--- src/inc/pmsi_regs.svh ---
// Register offsets, field positions, codes and reset values of the status register bank.
`ifndef PMSI_REGS_SVH
`define PMSI_REGS_SVH

`define PMSI_OFF_CHIP_ID 8'h00
`define PMSI_OFF_SILICON_REVISION 8'h01
`define PMSI_OFF_THERMAL_CHARGE_STATE 8'h02
`define PMSI_OFF_INPUT_CHARGER_FLAGS 8'h03
`define PMSI_OFF_REGULATOR_THERMAL_FLAGS 8'h04
`define PMSI_OFF_CHANGE_EVENTS_A 8'h05
`define PMSI_OFF_CHANGE_EVENTS_B 8'h06
`define PMSI_OFF_EVENT_MASK_A 8'h07
`define PMSI_OFF_EVENT_MASK_B 8'h08

`define PMSI_ZONE_LSB 3
`define PMSI_ZONE_MSB 5
`define PMSI_CHG_LSB 0
`define PMSI_CHG_MSB 2
`define PMSI_LIMIT_BIT 5
`define PMSI_OVP_BIT 4
`define PMSI_VALID_BIT 3
`define PMSI_SHDN_BIT 2
`define PMSI_TREG_BIT 1
`define PMSI_TMO_BIT 0

`define PMSI_ZONE_MAX 3'h4
`define PMSI_ZONE_ABSENT 3'h5
`define PMSI_ZONE_DISABLED 3'h6
`define PMSI_CHG_FAULT 3'h7

`define PMSI_MASK_A_RESET 8'h00
`define PMSI_MASK_B_RESET 8'h00
`define PMSI_REG_COUNT 5

`endif

--- src/inc/pmsi_pkg.sv ---
// Types shared by the status register bank.
package pmsi_pkg;
  typedef logic [7:0] pmsi_byte_type;
  typedef logic [2:0] pmsi_code_type;
endpackage

--- src/hw/pmsi_change_det.sv ---
// Per-bit change detector that turns a level difference into a one-cycle pulse.
`timescale 1ns/10ps
module pmsi_change_det #(
  parameter int WIDTH = 17
) (
  input wire logic clk_sys_i,
  input wire logic reset_n_i,
  input wire logic [WIDTH-1:0] level_i,
  output logic [WIDTH-1:0] change_o
);
  logic [WIDTH-1:0] prev_r;

  // A bit already high at reset release reports once, like a first detection.
  genvar g;
  generate
    for (g = 0; g < WIDTH; g++) begin : g_bit
      always_ff @(posedge clk_sys_i) begin
        if (!reset_n_i) begin
          prev_r[g] <= 1'b0;
        end else begin
          prev_r[g] <= level_i[g];
        end
      end
      assign change_o[g] = level_i[g] ^ prev_r[g];
    end
  endgenerate
endmodule // pmsi_change_det

--- src/hw/pmsi_status_regs.sv ---
// Status and clear-on-read event registers of the charger power-management device.
`timescale 1ns/10ps
`include "pmsi_regs.svh"

// Summary of operation
// - Temperature zone code, absent 101, disabled 110.
// - Current-limit status bit five while limiting.
// - Five regulator thermal-off bits, low bits.
// - Status change sets matching event bit.
// - Mask zero blocks event, one passes it.
// - Off state restores writable registers' defaults.
module pmsi_status_regs import pmsi_pkg::*; #(
  parameter pmsi_byte_type CHIP_ID = 8'h5A, // Arbitrary value.
  parameter pmsi_byte_type SILICON_REVISION = 8'h11 // Arbitrary value.
) (
  input wire logic clk_sys_i,
  input wire logic reset_n_i,
  input wire logic off_state_i,
  input wire logic thermistor_input_enable_i,
  input wire logic thermistor_detected_i,
  input wire logic [2:0] zone_index_i,
  input wire logic [2:0] charger_state_i,
  input wire logic input_current_limited_i,
  input wire logic input_overvoltage_i,
  input wire logic input_voltage_valid_i,
  input wire logic charger_thermal_shutdown_i,
  input wire logic charger_thermal_regulation_i,
  input wire logic charger_timeout_i,
  input wire logic [4:0] regulator_thermal_off_i,
  input wire logic [7:0] reg_addr_i,
  input wire logic reg_rd_i,
  input wire logic reg_wr_i,
  input wire logic [7:0] reg_wdata_i,
  output logic [7:0] reg_rdata_o,
  output logic reg_rvalid_o,
  output logic irq_o
);

  // **********************************************************************
  // Live status capture
  // **********************************************************************
  pmsi_byte_type thermal_charge_state_r;
  pmsi_byte_type input_charger_flags_r;
  pmsi_byte_type regulator_thermal_flags_r;
  pmsi_code_type zone_nxt;
  pmsi_code_type charger_nxt;

  always_comb begin
    if (!thermistor_input_enable_i) begin
      zone_nxt = `PMSI_ZONE_DISABLED;
    end else if (!thermistor_detected_i) begin
      zone_nxt = `PMSI_ZONE_ABSENT;
    end else if (zone_index_i > `PMSI_ZONE_MAX) begin
      zone_nxt = `PMSI_ZONE_MAX;
    end else begin
      zone_nxt = zone_index_i;
    end
  end

  // A timeout overrides whatever the charger reports, so software sees one fault code.
  assign charger_nxt = charger_timeout_i ? `PMSI_CHG_FAULT : charger_state_i;

  always_ff @(posedge clk_sys_i) begin
    if (!reset_n_i) begin
      thermal_charge_state_r <= 8'h00;
    end else begin
      thermal_charge_state_r <= {2'b00, zone_nxt, charger_nxt};
    end
  end

  always_ff @(posedge clk_sys_i) begin
    if (!reset_n_i) begin
      input_charger_flags_r <= 8'h00;
    end else begin
      input_charger_flags_r <= {2'b00,
                                input_current_limited_i,
                                input_overvoltage_i,
                                input_voltage_valid_i,
                                charger_thermal_shutdown_i,
                                charger_thermal_regulation_i,
                                charger_timeout_i};
    end
  end

  always_ff @(posedge clk_sys_i) begin
    if (!reset_n_i) begin
      regulator_thermal_flags_r <= 8'h00;
    end else begin
      regulator_thermal_flags_r <= {3'b000, regulator_thermal_off_i};
    end
  end

  // **********************************************************************
  // Change events
  // **********************************************************************
  logic [16:0] change;
  pmsi_byte_type event_a;
  pmsi_byte_type event_b;
  pmsi_byte_type change_events_a_r;
  pmsi_byte_type change_events_b_r;
  logic read_a;
  logic read_b;

  pmsi_change_det #(.WIDTH(17)) u_change (
    .clk_sys_i(clk_sys_i),
    .reset_n_i(reset_n_i),
    .level_i({regulator_thermal_flags_r[4:0], input_charger_flags_r[5:0],
              thermal_charge_state_r[5:0]}),
    .change_o(change)
  );

  assign event_a = {|change[5:3], |change[2:0], change[11:6]};
  assign event_b = {3'b000, change[16:12]};
  assign read_a = reg_rd_i && (reg_addr_i == `PMSI_OFF_CHANGE_EVENTS_A);
  assign read_b = reg_rd_i && (reg_addr_i == `PMSI_OFF_CHANGE_EVENTS_B);

  // A new event in the cycle of the clearing read survives, so none is lost.
  always_ff @(posedge clk_sys_i) begin
    if (!reset_n_i) begin
      change_events_a_r <= 8'h00;
    end else begin
      change_events_a_r <= (read_a ? 8'h00 : change_events_a_r) | event_a;
    end
  end

  always_ff @(posedge clk_sys_i) begin
    if (!reset_n_i) begin
      change_events_b_r <= 8'h00;
    end else begin
      change_events_b_r <= (read_b ? 8'h00 : change_events_b_r) | event_b;
    end
  end

  // **********************************************************************
  // Masks and interrupt output
  // **********************************************************************
  pmsi_byte_type event_mask_a_r;
  pmsi_byte_type event_mask_b_r;

  always_ff @(posedge clk_sys_i) begin
    if (!reset_n_i || off_state_i) begin
      event_mask_a_r <= `PMSI_MASK_A_RESET;
      event_mask_b_r <= `PMSI_MASK_B_RESET;
    end else if (reg_wr_i && reg_addr_i == `PMSI_OFF_EVENT_MASK_A) begin
      event_mask_a_r <= reg_wdata_i;
    end else if (reg_wr_i && reg_addr_i == `PMSI_OFF_EVENT_MASK_B) begin
      event_mask_b_r <= {3'b000, reg_wdata_i[4:0]};
    end
  end

  // The line stays up until a clearing read; it is a level, not a pulse.
  assign irq_o = |(change_events_a_r & event_mask_a_r) |
                 |(change_events_b_r & event_mask_b_r);

  // **********************************************************************
  // Register read port
  // **********************************************************************
  pmsi_byte_type rdata_nxt;

  always_comb begin
    case (reg_addr_i)
      `PMSI_OFF_CHIP_ID: rdata_nxt = CHIP_ID;
      `PMSI_OFF_SILICON_REVISION: rdata_nxt = SILICON_REVISION;
      `PMSI_OFF_THERMAL_CHARGE_STATE: rdata_nxt = thermal_charge_state_r;
      `PMSI_OFF_INPUT_CHARGER_FLAGS: rdata_nxt = input_charger_flags_r;
      `PMSI_OFF_REGULATOR_THERMAL_FLAGS: rdata_nxt = regulator_thermal_flags_r;
      `PMSI_OFF_CHANGE_EVENTS_A: rdata_nxt = change_events_a_r;
      `PMSI_OFF_CHANGE_EVENTS_B: rdata_nxt = change_events_b_r;
      `PMSI_OFF_EVENT_MASK_A: rdata_nxt = event_mask_a_r;
      `PMSI_OFF_EVENT_MASK_B: rdata_nxt = event_mask_b_r;
      default: rdata_nxt = 8'h00;
    endcase
  end

  always_ff @(posedge clk_sys_i) begin
    if (!reset_n_i) begin
      reg_rdata_o <= 8'h00;
      reg_rvalid_o <= 1'b0;
    end else begin
      reg_rdata_o <= reg_rd_i ? rdata_nxt : reg_rdata_o;
      reg_rvalid_o <= reg_rd_i;
    end
  end
endmodule // pmsi_status_regs

--- config.mk ---
export PLATFORM = sky130hd
export DESIGN_NAME = pmsi_status_regs
export DESIGN_NICKNAME = d
export VERILOG_FILES = /design/src/inc/pmsi_pkg.sv /design/src/hw/pmsi_change_det.sv /design/src/hw/pmsi_status_regs.sv
export VERILOG_INCLUDE_DIRS = /design/src /design/src/inc
export SDC_FILE = /design/constraint.sdc
export NUM_CORES = 1
export LEC_CHECK = 0
export ABC_AREA = 1
export ABC_CLOCK_PERIOD_IN_PS = 2500
export BUFFER_PORTS_ARGS = -buffer_cell sky130_fd_sc_hd__buf_2
export CAP_MARGIN = 10
export CORE_AREA = 2 2 77 86
export CTS_CLUSTER_SIZE = 24
export DETAILED_ROUTE_END_ITERATION = 10
export DIE_AREA = 0 0 79 88
export PLACE_DENSITY = 0.7
export SYNTH_ARGS = -nofsm -noshare
export SYNTH_HDL_FRONTEND = slang
export SYNTH_SLANG_ARGS = --single-unit
--- constraint.sdc ---
create_clock -name clk_sys_i -period 2.5 [get_ports clk_sys_i]
set_clock_uncertainty 0.15 [all_clocks]
set_input_delay 0.375 -clock clk_sys_i [delete_from_list [all_inputs] [get_ports clk_sys_i]]
set_output_delay 0.375 -clock clk_sys_i [all_outputs]
set_load 0.02 [all_outputs]
* Word-level counts from Yosys, hierarchy flattened
Index checks and enable logic that the tools add are counted.
W data, S select, Z words.
** Cells by class
- $add $sub $neg :: 0
- Multiply operators :: 0
- Div/mod/pow operators :: 0
- Magnitude comparators :: 1
- Equal/unequal tests :: 8
- Shifts and indexed selects :: 0
- Mux-type cells :: 7
- Bitwise operators :: 23
- Reduce and logical (&&, ||, !) cells :: 13
** Operator list (number)
- $pmux W8 S9 :: 1
- $eq A8 B3 Y1 const B :: 4
- $xor A1 B1 Y1 :: 17
- $eq A8 B2 Y1 const B :: 2
- $mux W8 :: 2
- $reduce_or A8 Y1 :: 2
- $mux W3 :: 4
- $and A8 B5 Y8 :: 1
- $and A8 B8 Y8 :: 1
- $eq A8 B1 Y1 const B :: 1
- $eq A8 B4 Y1 const B :: 1
- $logic_not A8 Y1 :: 1
- $or A8 B5 Y8 :: 1
- $or A8 B8 Y8 :: 1
- $reduce_or A3 Y1 :: 2
- $logic_and A1 B1 Y1 :: 4
- $reduce_and A2 Y1 :: 2
- $gt A3 B3 Y1 const B :: 1
- $logic_not A1 Y1 :: 1
- $logic_or A1 B1 Y1 :: 1
- $not A1 Y1 :: 1
- $or A1 B1 Y1 :: 1
** Storage, ports and cells
- Bits in registers :: 79
- Latch bits :: 0
- Memory bits (writable) :: 0
- ROM bits :: 0
- Input port bits :: 40
- Output and inout port bits :: 10
- Logic and storage cells :: 82
- Memories :: 0

* Depth between registers and ports, before layout
Gate-level depths: netlist of the first run.
- Word-level depth :: 4
- Mapped depth :: 12
- Mapped depth without buffers :: 11

* Modules after synthesis
Synthesis of the first run repeated with hierarchy kept, for this count alone.
** Unflattened totals
- Cells, all modules :: 465
- Area total of the unflattened synthesis :: 3204.3 um2
** By module, submodules not included
- pmsi_status_regs :: instances 1, cells each 327, area each 2391.0 um2, seq. area each 1041.0 um2
- pmsi_change_det :: instances 1, cells each 138, area each 813.3 um2, seq. area each 340.3 um2

* Worst setup path after synthesis of the first run
OpenSTA, ideal clock, no wires.
- Path type :: register -> output
- From :: reg change_events_b_r[0]
- To :: out irq_o
- Arrival time :: 964 ps
- Required time :: 1975 ps
- Slack :: 1011 ps
- Stages on the path, launching flop included :: 4
- Buffers on the path :: 0
- Path through :: dfxtp_1 a22o_1 a221oi_1 nand4_1
** On the way
- Word-level cells in the longest chain between the ends :: 3
** RTL lines
- from (decl) :: RTL line pmsi_status_regs.sv:100 : pmsi_byte_type change_events_b_r;
- from (signal assigned) :: RTL line pmsi_status_regs.sv:130 : change_events_b_r <= (read_b ? 8'h00 : change_events_b_r) | event_b;
- $and A8 B5 Y8 :: RTL line pmsi_status_regs.sv:153 : |(change_events_b_r & event_mask_b_r);
- $reduce_or A8 Y1 :: RTL line pmsi_status_regs.sv:153
- $or A1 B1 Y1 :: RTL line pmsi_status_regs.sv:153
- to (decl) :: RTL line pmsi_status_regs.sv:36 : output logic irq_o
No other way between the ends.

* Final worst setup path of the first run
- From :: reg event_mask_b_r[0]
- To :: out irq_o
** On the way
- Word-level cells in the longest chain between the ends :: 3
** RTL lines
- from (decl) :: RTL line pmsi_status_regs.sv:138 : pmsi_byte_type event_mask_b_r;
- from (signal assigned) :: RTL line pmsi_status_regs.sv:143 : event_mask_b_r <= `PMSI_MASK_B_RESET;
- from (signal assigned) :: RTL line pmsi_status_regs.sv:147 : event_mask_b_r <= {3'b000, reg_wdata_i[4:0]};
- $and A8 B5 Y8 :: RTL line pmsi_status_regs.sv:153
- $reduce_or A8 Y1 :: RTL line pmsi_status_regs.sv:153
- $or A1 B1 Y1 :: RTL line pmsi_status_regs.sv:153
No other way between the ends.

==> results of run 1 <==
## worst paths after layout
path,startpoint,to,cells after the start
worst max register to register,thermal_charge_state_r[4],reg_rdata_o[4],8
worst min-delay path,input_overvoltage_i,input_charger_flags_r[4],3
worst min register to register,regulator_thermal_flags_r[4],u_change.prev_r[16],2
worst max-delay path,event_mask_b_r[0],irq_o,4
## power by group
| part | leakage, nW | total [mW] | switching [mW] | internal (mW) |
|---|---|---|---|---|
| registers | 0.568 | 1.19 | 0.0409 | 1.15 |
| clock network | 0.105 | 0.983 | 0.401 | 0.582 |
| logic | 1.03 | 0.163 | 0.0914 | 0.0719 |
## worst min-delay path, stage by stage
cell and delay, ns:
buf_2 0.08, nand2_1 0.04, inv_1 0.04
## cell type report
class	count	area, µm²	share of cell area, %
Multi-Input combinational cell	255	1236	36.14
Inverter	59	221.5	6.474
Timing Repair Buffer	52	267.8	7.827
Clock buffer	11	141.4	4.133
Clock inverter	4	72.57	2.121
Sequential cell	69	1381	40.38
Tap cell	80	100.1	2.926
## logic make-up after synthesis
| kind of cell | share of synthesized area (%) |
|---|---|
| DFF | 47.69 |
| AOI/OAI and AO/OA | 10.76 |
| xor gates and xnor gates | 5.140 |
| buffers and inverters | 9.633 |
| and+or+nand+nor | 26.78 |
## cells in the mapped netlist
cell and n:
a21oi_2 1, buf_6 1, a211oi_1 1, nand3_1 27, clkbuf_1 5, buf_2 4
nor2_4 1, nor3_1 1, nand2_1 114, o311ai_1 1, buf_4 1, and3_1 1
a22o_1 1, dfxtp_1 69, nand4_1 3, o2111ai_1 1, inv_2 10, nand2_2 3
o21ai_0 7, a21oi_1 27, o31ai_1 1, o21ai_1 7, inv_1 48, nor2_1 28
a211oi_2 1, clkinv_1 1, nor2_2 6, a221oi_1 3, nand3_2 1, xnor2_1 17
a41oi_1 2
## per-stage QoR
step           cell area [µm²]  power [mW]  utilization [%]  hold WS, ns  setup slack (ns)
6_report                  3421       2.336            56.26      0.06373            0.5000
5_1_grt                   3421       2.433            56.26      0.06044            0.4330
3_3_place_gp              3207       1.374            52.74       0.2948            0.6847
2_1_floorplan             2897       1.311                -       0.2784             1.011
4_1_cts                   3421       2.352            56.26      0.05193            0.5434
3_5_place_dp              3207       1.378            52.74       0.2979            0.5987
## state kept, by name (all words and copies together), names as in the netlist
signal                     count
reg_rvalid_o                   1
reg_rdata_o                    8
change_events_a_r              8
change_events_b_r              5
regulator_thermal_flags_r      5
event_mask_b_r                 5
event_mask_a_r                 8
u_change.prev_r               17
input_charger_flags_r          6
thermal_charge_state_r         6
## metal layers
layer | vias to the layer above | share of wire (%) | track usage (%) | wire [µm]
met2 | 85 | 46 | 32.36 | 3047
met1 | 1131 | 44 | 25.40 | 2901
met4 | 0 | 4.9 | 15.99 | 324
li1 | 1331 | - | - | -
met3 | 26 | 5.9 | 4.639 | 390
met5 | - | 0 | 0 | 0
==> reports/metrics.cfg, run 1 <==
[die]
die_h_um=88
die_w_um=79
die_area_um2=6952
coreArea_um2=6081
rows=30
ios=50
start_util_pct=47.63

[clocking]
cts_tree=yes
cts.sinks=69
cts.path.max_buffers=2
clk_latency_ns=0.34
clockRootBuffer=clkbuf_8
cts_setup_buffers=0
clk_pin_slew_ns=0.07
post_cts_resized=0
cts_hold_buf=0
numCtsBuffers=9
cts_max_level=3

[routing]
wire_per_inst_um=12.57
drt_iter0_drc=194
vias=2573
drt-vias-per-instance=4.855
ant_nets=0
remaining_drc_errors=0
first_pass_iters=4
routed_wl_um=6663

[setup_path]
startpoint_type=flop
crit_type=flop to output port
cp-end-kind=output port
reg2reg_setup_slack_ns=1.29
path_cells=a22o_1 -> a221oi_1 -> nand4_1 -> buf_2
slowest_delay_ns=0.34
crit_arrival_ns=1.48
path_buf_inv=1
worst_path_max_delay_cell=dfxtp_1
path_delay_family=compound AO/OA/AOI/OAI gates
required_ns=1.98
path_max_fanout=3

[logic_synthesis]
synth-seq-cells=69
synth-seq-area-share_pct=47.69
ys_warn_count=0
synth_top_area_share_pct=47.69
synth_area_leaders=dfxtp_1, nand2_1, inv_1, xnor2_1, a21oi_1
synth_cell_types=31
synth_cells=394
syn_area_per_cell_um2=7.352
yosysTopAreaCell=dfxtp_1
synth_area_um2=2897
synth.net_count=434

[outcome]
status=complete, no violations

[sta]
fmax_ghz=0.5000
tightest_slew_ns=0.4954
post-route-period-util_pct=80.00
maxSlewViolCount=0
fin_setup_tns_ns=0
setup_violations=0
rsz0062_at_grt=no
fin_crit_ns=2.000
slew_headroom_pct=66.85
final-hold-violation-count=0

[power_and_ir_drop]
p_per_area_nw_per_um2=682.9
ir_drop_mv=0.4317
p_leak_nw=1.706

[finish]
drive_gt1_share_pct=19.78
insertedDiodeCount=0
nNetsFinal=486
fillers=596
final_cell_mix=nand2_1, dfxtp_1, buf_2, inv_1, nor2_1
final_common_cell=nand2_1
area_growth_pct=18.10
instances_no_fill=530

[place]
dp_cells=515
dp_hpwl_um=4937
place_congestion=0.8962
port_buffers=49

[flow_run]
cap_violations=0

[global_route]
grt_max_degree=35
grt_usage_pct=20.91
antenna_found_initial=0
grt_first_pass_wirelength_um=11200
grt_remaining_overflow=0
first_global_vias=2517

[hold_path]
hp-class=primary input to flop

No activity file was read; power rests on OpenSTA's default activity.
==> inputs of run 2 (changes only) <==
ABC_CLOCK_PERIOD_IN_PS = 1900   (was 2500)
clock period = 1.9 ns   (was 2.5 ns; I/O delays follow)
==> reports/metrics.cfg, run 2 (synthesis results as in run 1) <==
[outcome]
status=complete, no violations

[clocking]
cts.sinks=69
clk_pin_slew_ns=0.07
cts_max_level=3
cts_tree=yes
cts.path.max_buffers=2
numCtsBuffers=9
cts_setup_buffers=0
clockRootBuffer=clkbuf_8
clk_latency_ns=0.35

[finish]
top_register=u_change.prev_r
largest_reg_flops=17
area_growth_pct=24.19
multi_input_area_um2=1242
drive_gt1_share_pct=19.74
insertedDiodeCount=0
final_common_cell=nand2_1
final_cell_mix=nand2_1, dfxtp_1, buf_2, inv_1, nor2_1
nNetsFinal=501
ff_latch_area_um2=1381
final_util_pct=59.16
fillers=569

[global_route]
grt_remaining_overflow=0
first_global_vias=2504
grt_first_pass_wirelength_um=11120
antenna_found_initial=0
grt_usage_pct=21.14
grt_max_degree=35

[power_and_ir_drop]
ir_drop_mv=0.4254
p_per_area_nw_per_um2=869.7
p_leak_nw=1.775
p_total_mw=3.129

[flow_run]
cap_violations=0

[setup_path]
cp-end-kind=output port
crit_type=flop to output port
reg2reg_to=reg_rdata_o[4]
reg2reg_setup_slack_ns=0.70
r2r_start=thermal_charge_state_r[4]
crit_arrival_ns=1.40
crit_start=change_events_b_r[0]
path_max_fanout=3
reg2reg_depth=8
crit_end=irq_o
startpoint_type=flop
required_ns=1.46

[sta]
setup_violations=0
post-route-period-util_pct=96.38
maxSlewViolCount=0
rsz0062_at_grt=yes
tightest_slew_ns=0.5655
slew_headroom_pct=62.16
final-hold-violation-count=0
fin_crit_ns=1.831
holdWs_ns=0.03600
fmax_ghz=0.5461
fin_setup_tns_ns=0

[routing]
vias=2579
first_pass_iters=4
drt_iter0_drc=175
remaining_drc_errors=0
ant_nets=0
drt-vias-per-instance=4.723
wire_per_inst_um=12.41
routed_wl_um=6777

[die]
start_util_pct=47.63
ios=50
die_h_um=88
die_w_um=79
coreArea_um2=6081
die_area_um2=6952
rows=30

[hold_path]
hp-class=primary input to flop
whs_path_depth=3

[place]
dp_hpwl_um=4904
port_buffers=49
place_congestion=0.8771

## run 2: stage by stage
stage               instance area [µm²]  worst slack, ns  instances
finish                             3597          0.06876        546
global route                       3597         -0.02072        546
CTS                                3591         0.009612        546
detailed placement                 3219           0.1108        515
global placement                   3219           0.1594        515
floorplan                          2897           0.5005        394
## run 2: how the worst min path moves through the flow
stage                                             from                         to  slack (ns)
after global routing                 charger_timeout_i   input_charger_flags_r[0]        0.05
after detailed placement                reg_rdata_o[5]             reg_rdata_o[5]        0.30
after CTS                               reg_wdata_i[5]          event_mask_a_r[5]        0.03
after global placement    regulator_thermal_flags_r[4]        u_change.prev_r[16]        0.29
final                                charger_timeout_i   input_charger_flags_r[0]        0.04
after floorplan              thermistor_input_enable_i  thermal_charge_state_r[4]        0.23
## run 2: layout make-up
type / instances / area share [%]
multi-input cells: 255 / 34.54
clock buffers: 9 / 3.443
flip-flops and latches: 69 / 38.40
repair buffers: 67 / 11.97
inverters: 59 / 6.157
clock inverters: 7 / 2.713
well taps: 80 / 2.783
## run 2: repair_timing
action                                  4_1_cts  5_1_grt
hold buffers                                 15        0
resized for setup                             0        1
endpoints found under the setup margin        0        1
hold endpoints to repair                     15        0
## run 2: critical path: stages, from the launching register on
cell	delay (ns)
dfxtp_1	0.34
a22o_1	0.25
a221oi_2	0.17
nand4_1	0.11
buf_2	0.18
## run 2: power breakdown
group	internal (mW)	total, mW	switching (mW)	leakage (nW)
Combinational	0.116	0.242	0.125	1.10
Sequential	1.51	1.57	0.0555	0.568
Clock	0.742	1.32	0.578	0.106
Total	2.37	3.13	0.759	1.77
## run 2: per-layer routing
layer	GRT usage, %	up-vias	routed length (µm)
met5	0	-	0
met4	11.44	0	214
met3	6.392	17	346
met2	35.05	65	3178
met1	24.61	1132	3038
li1	-	1365	-
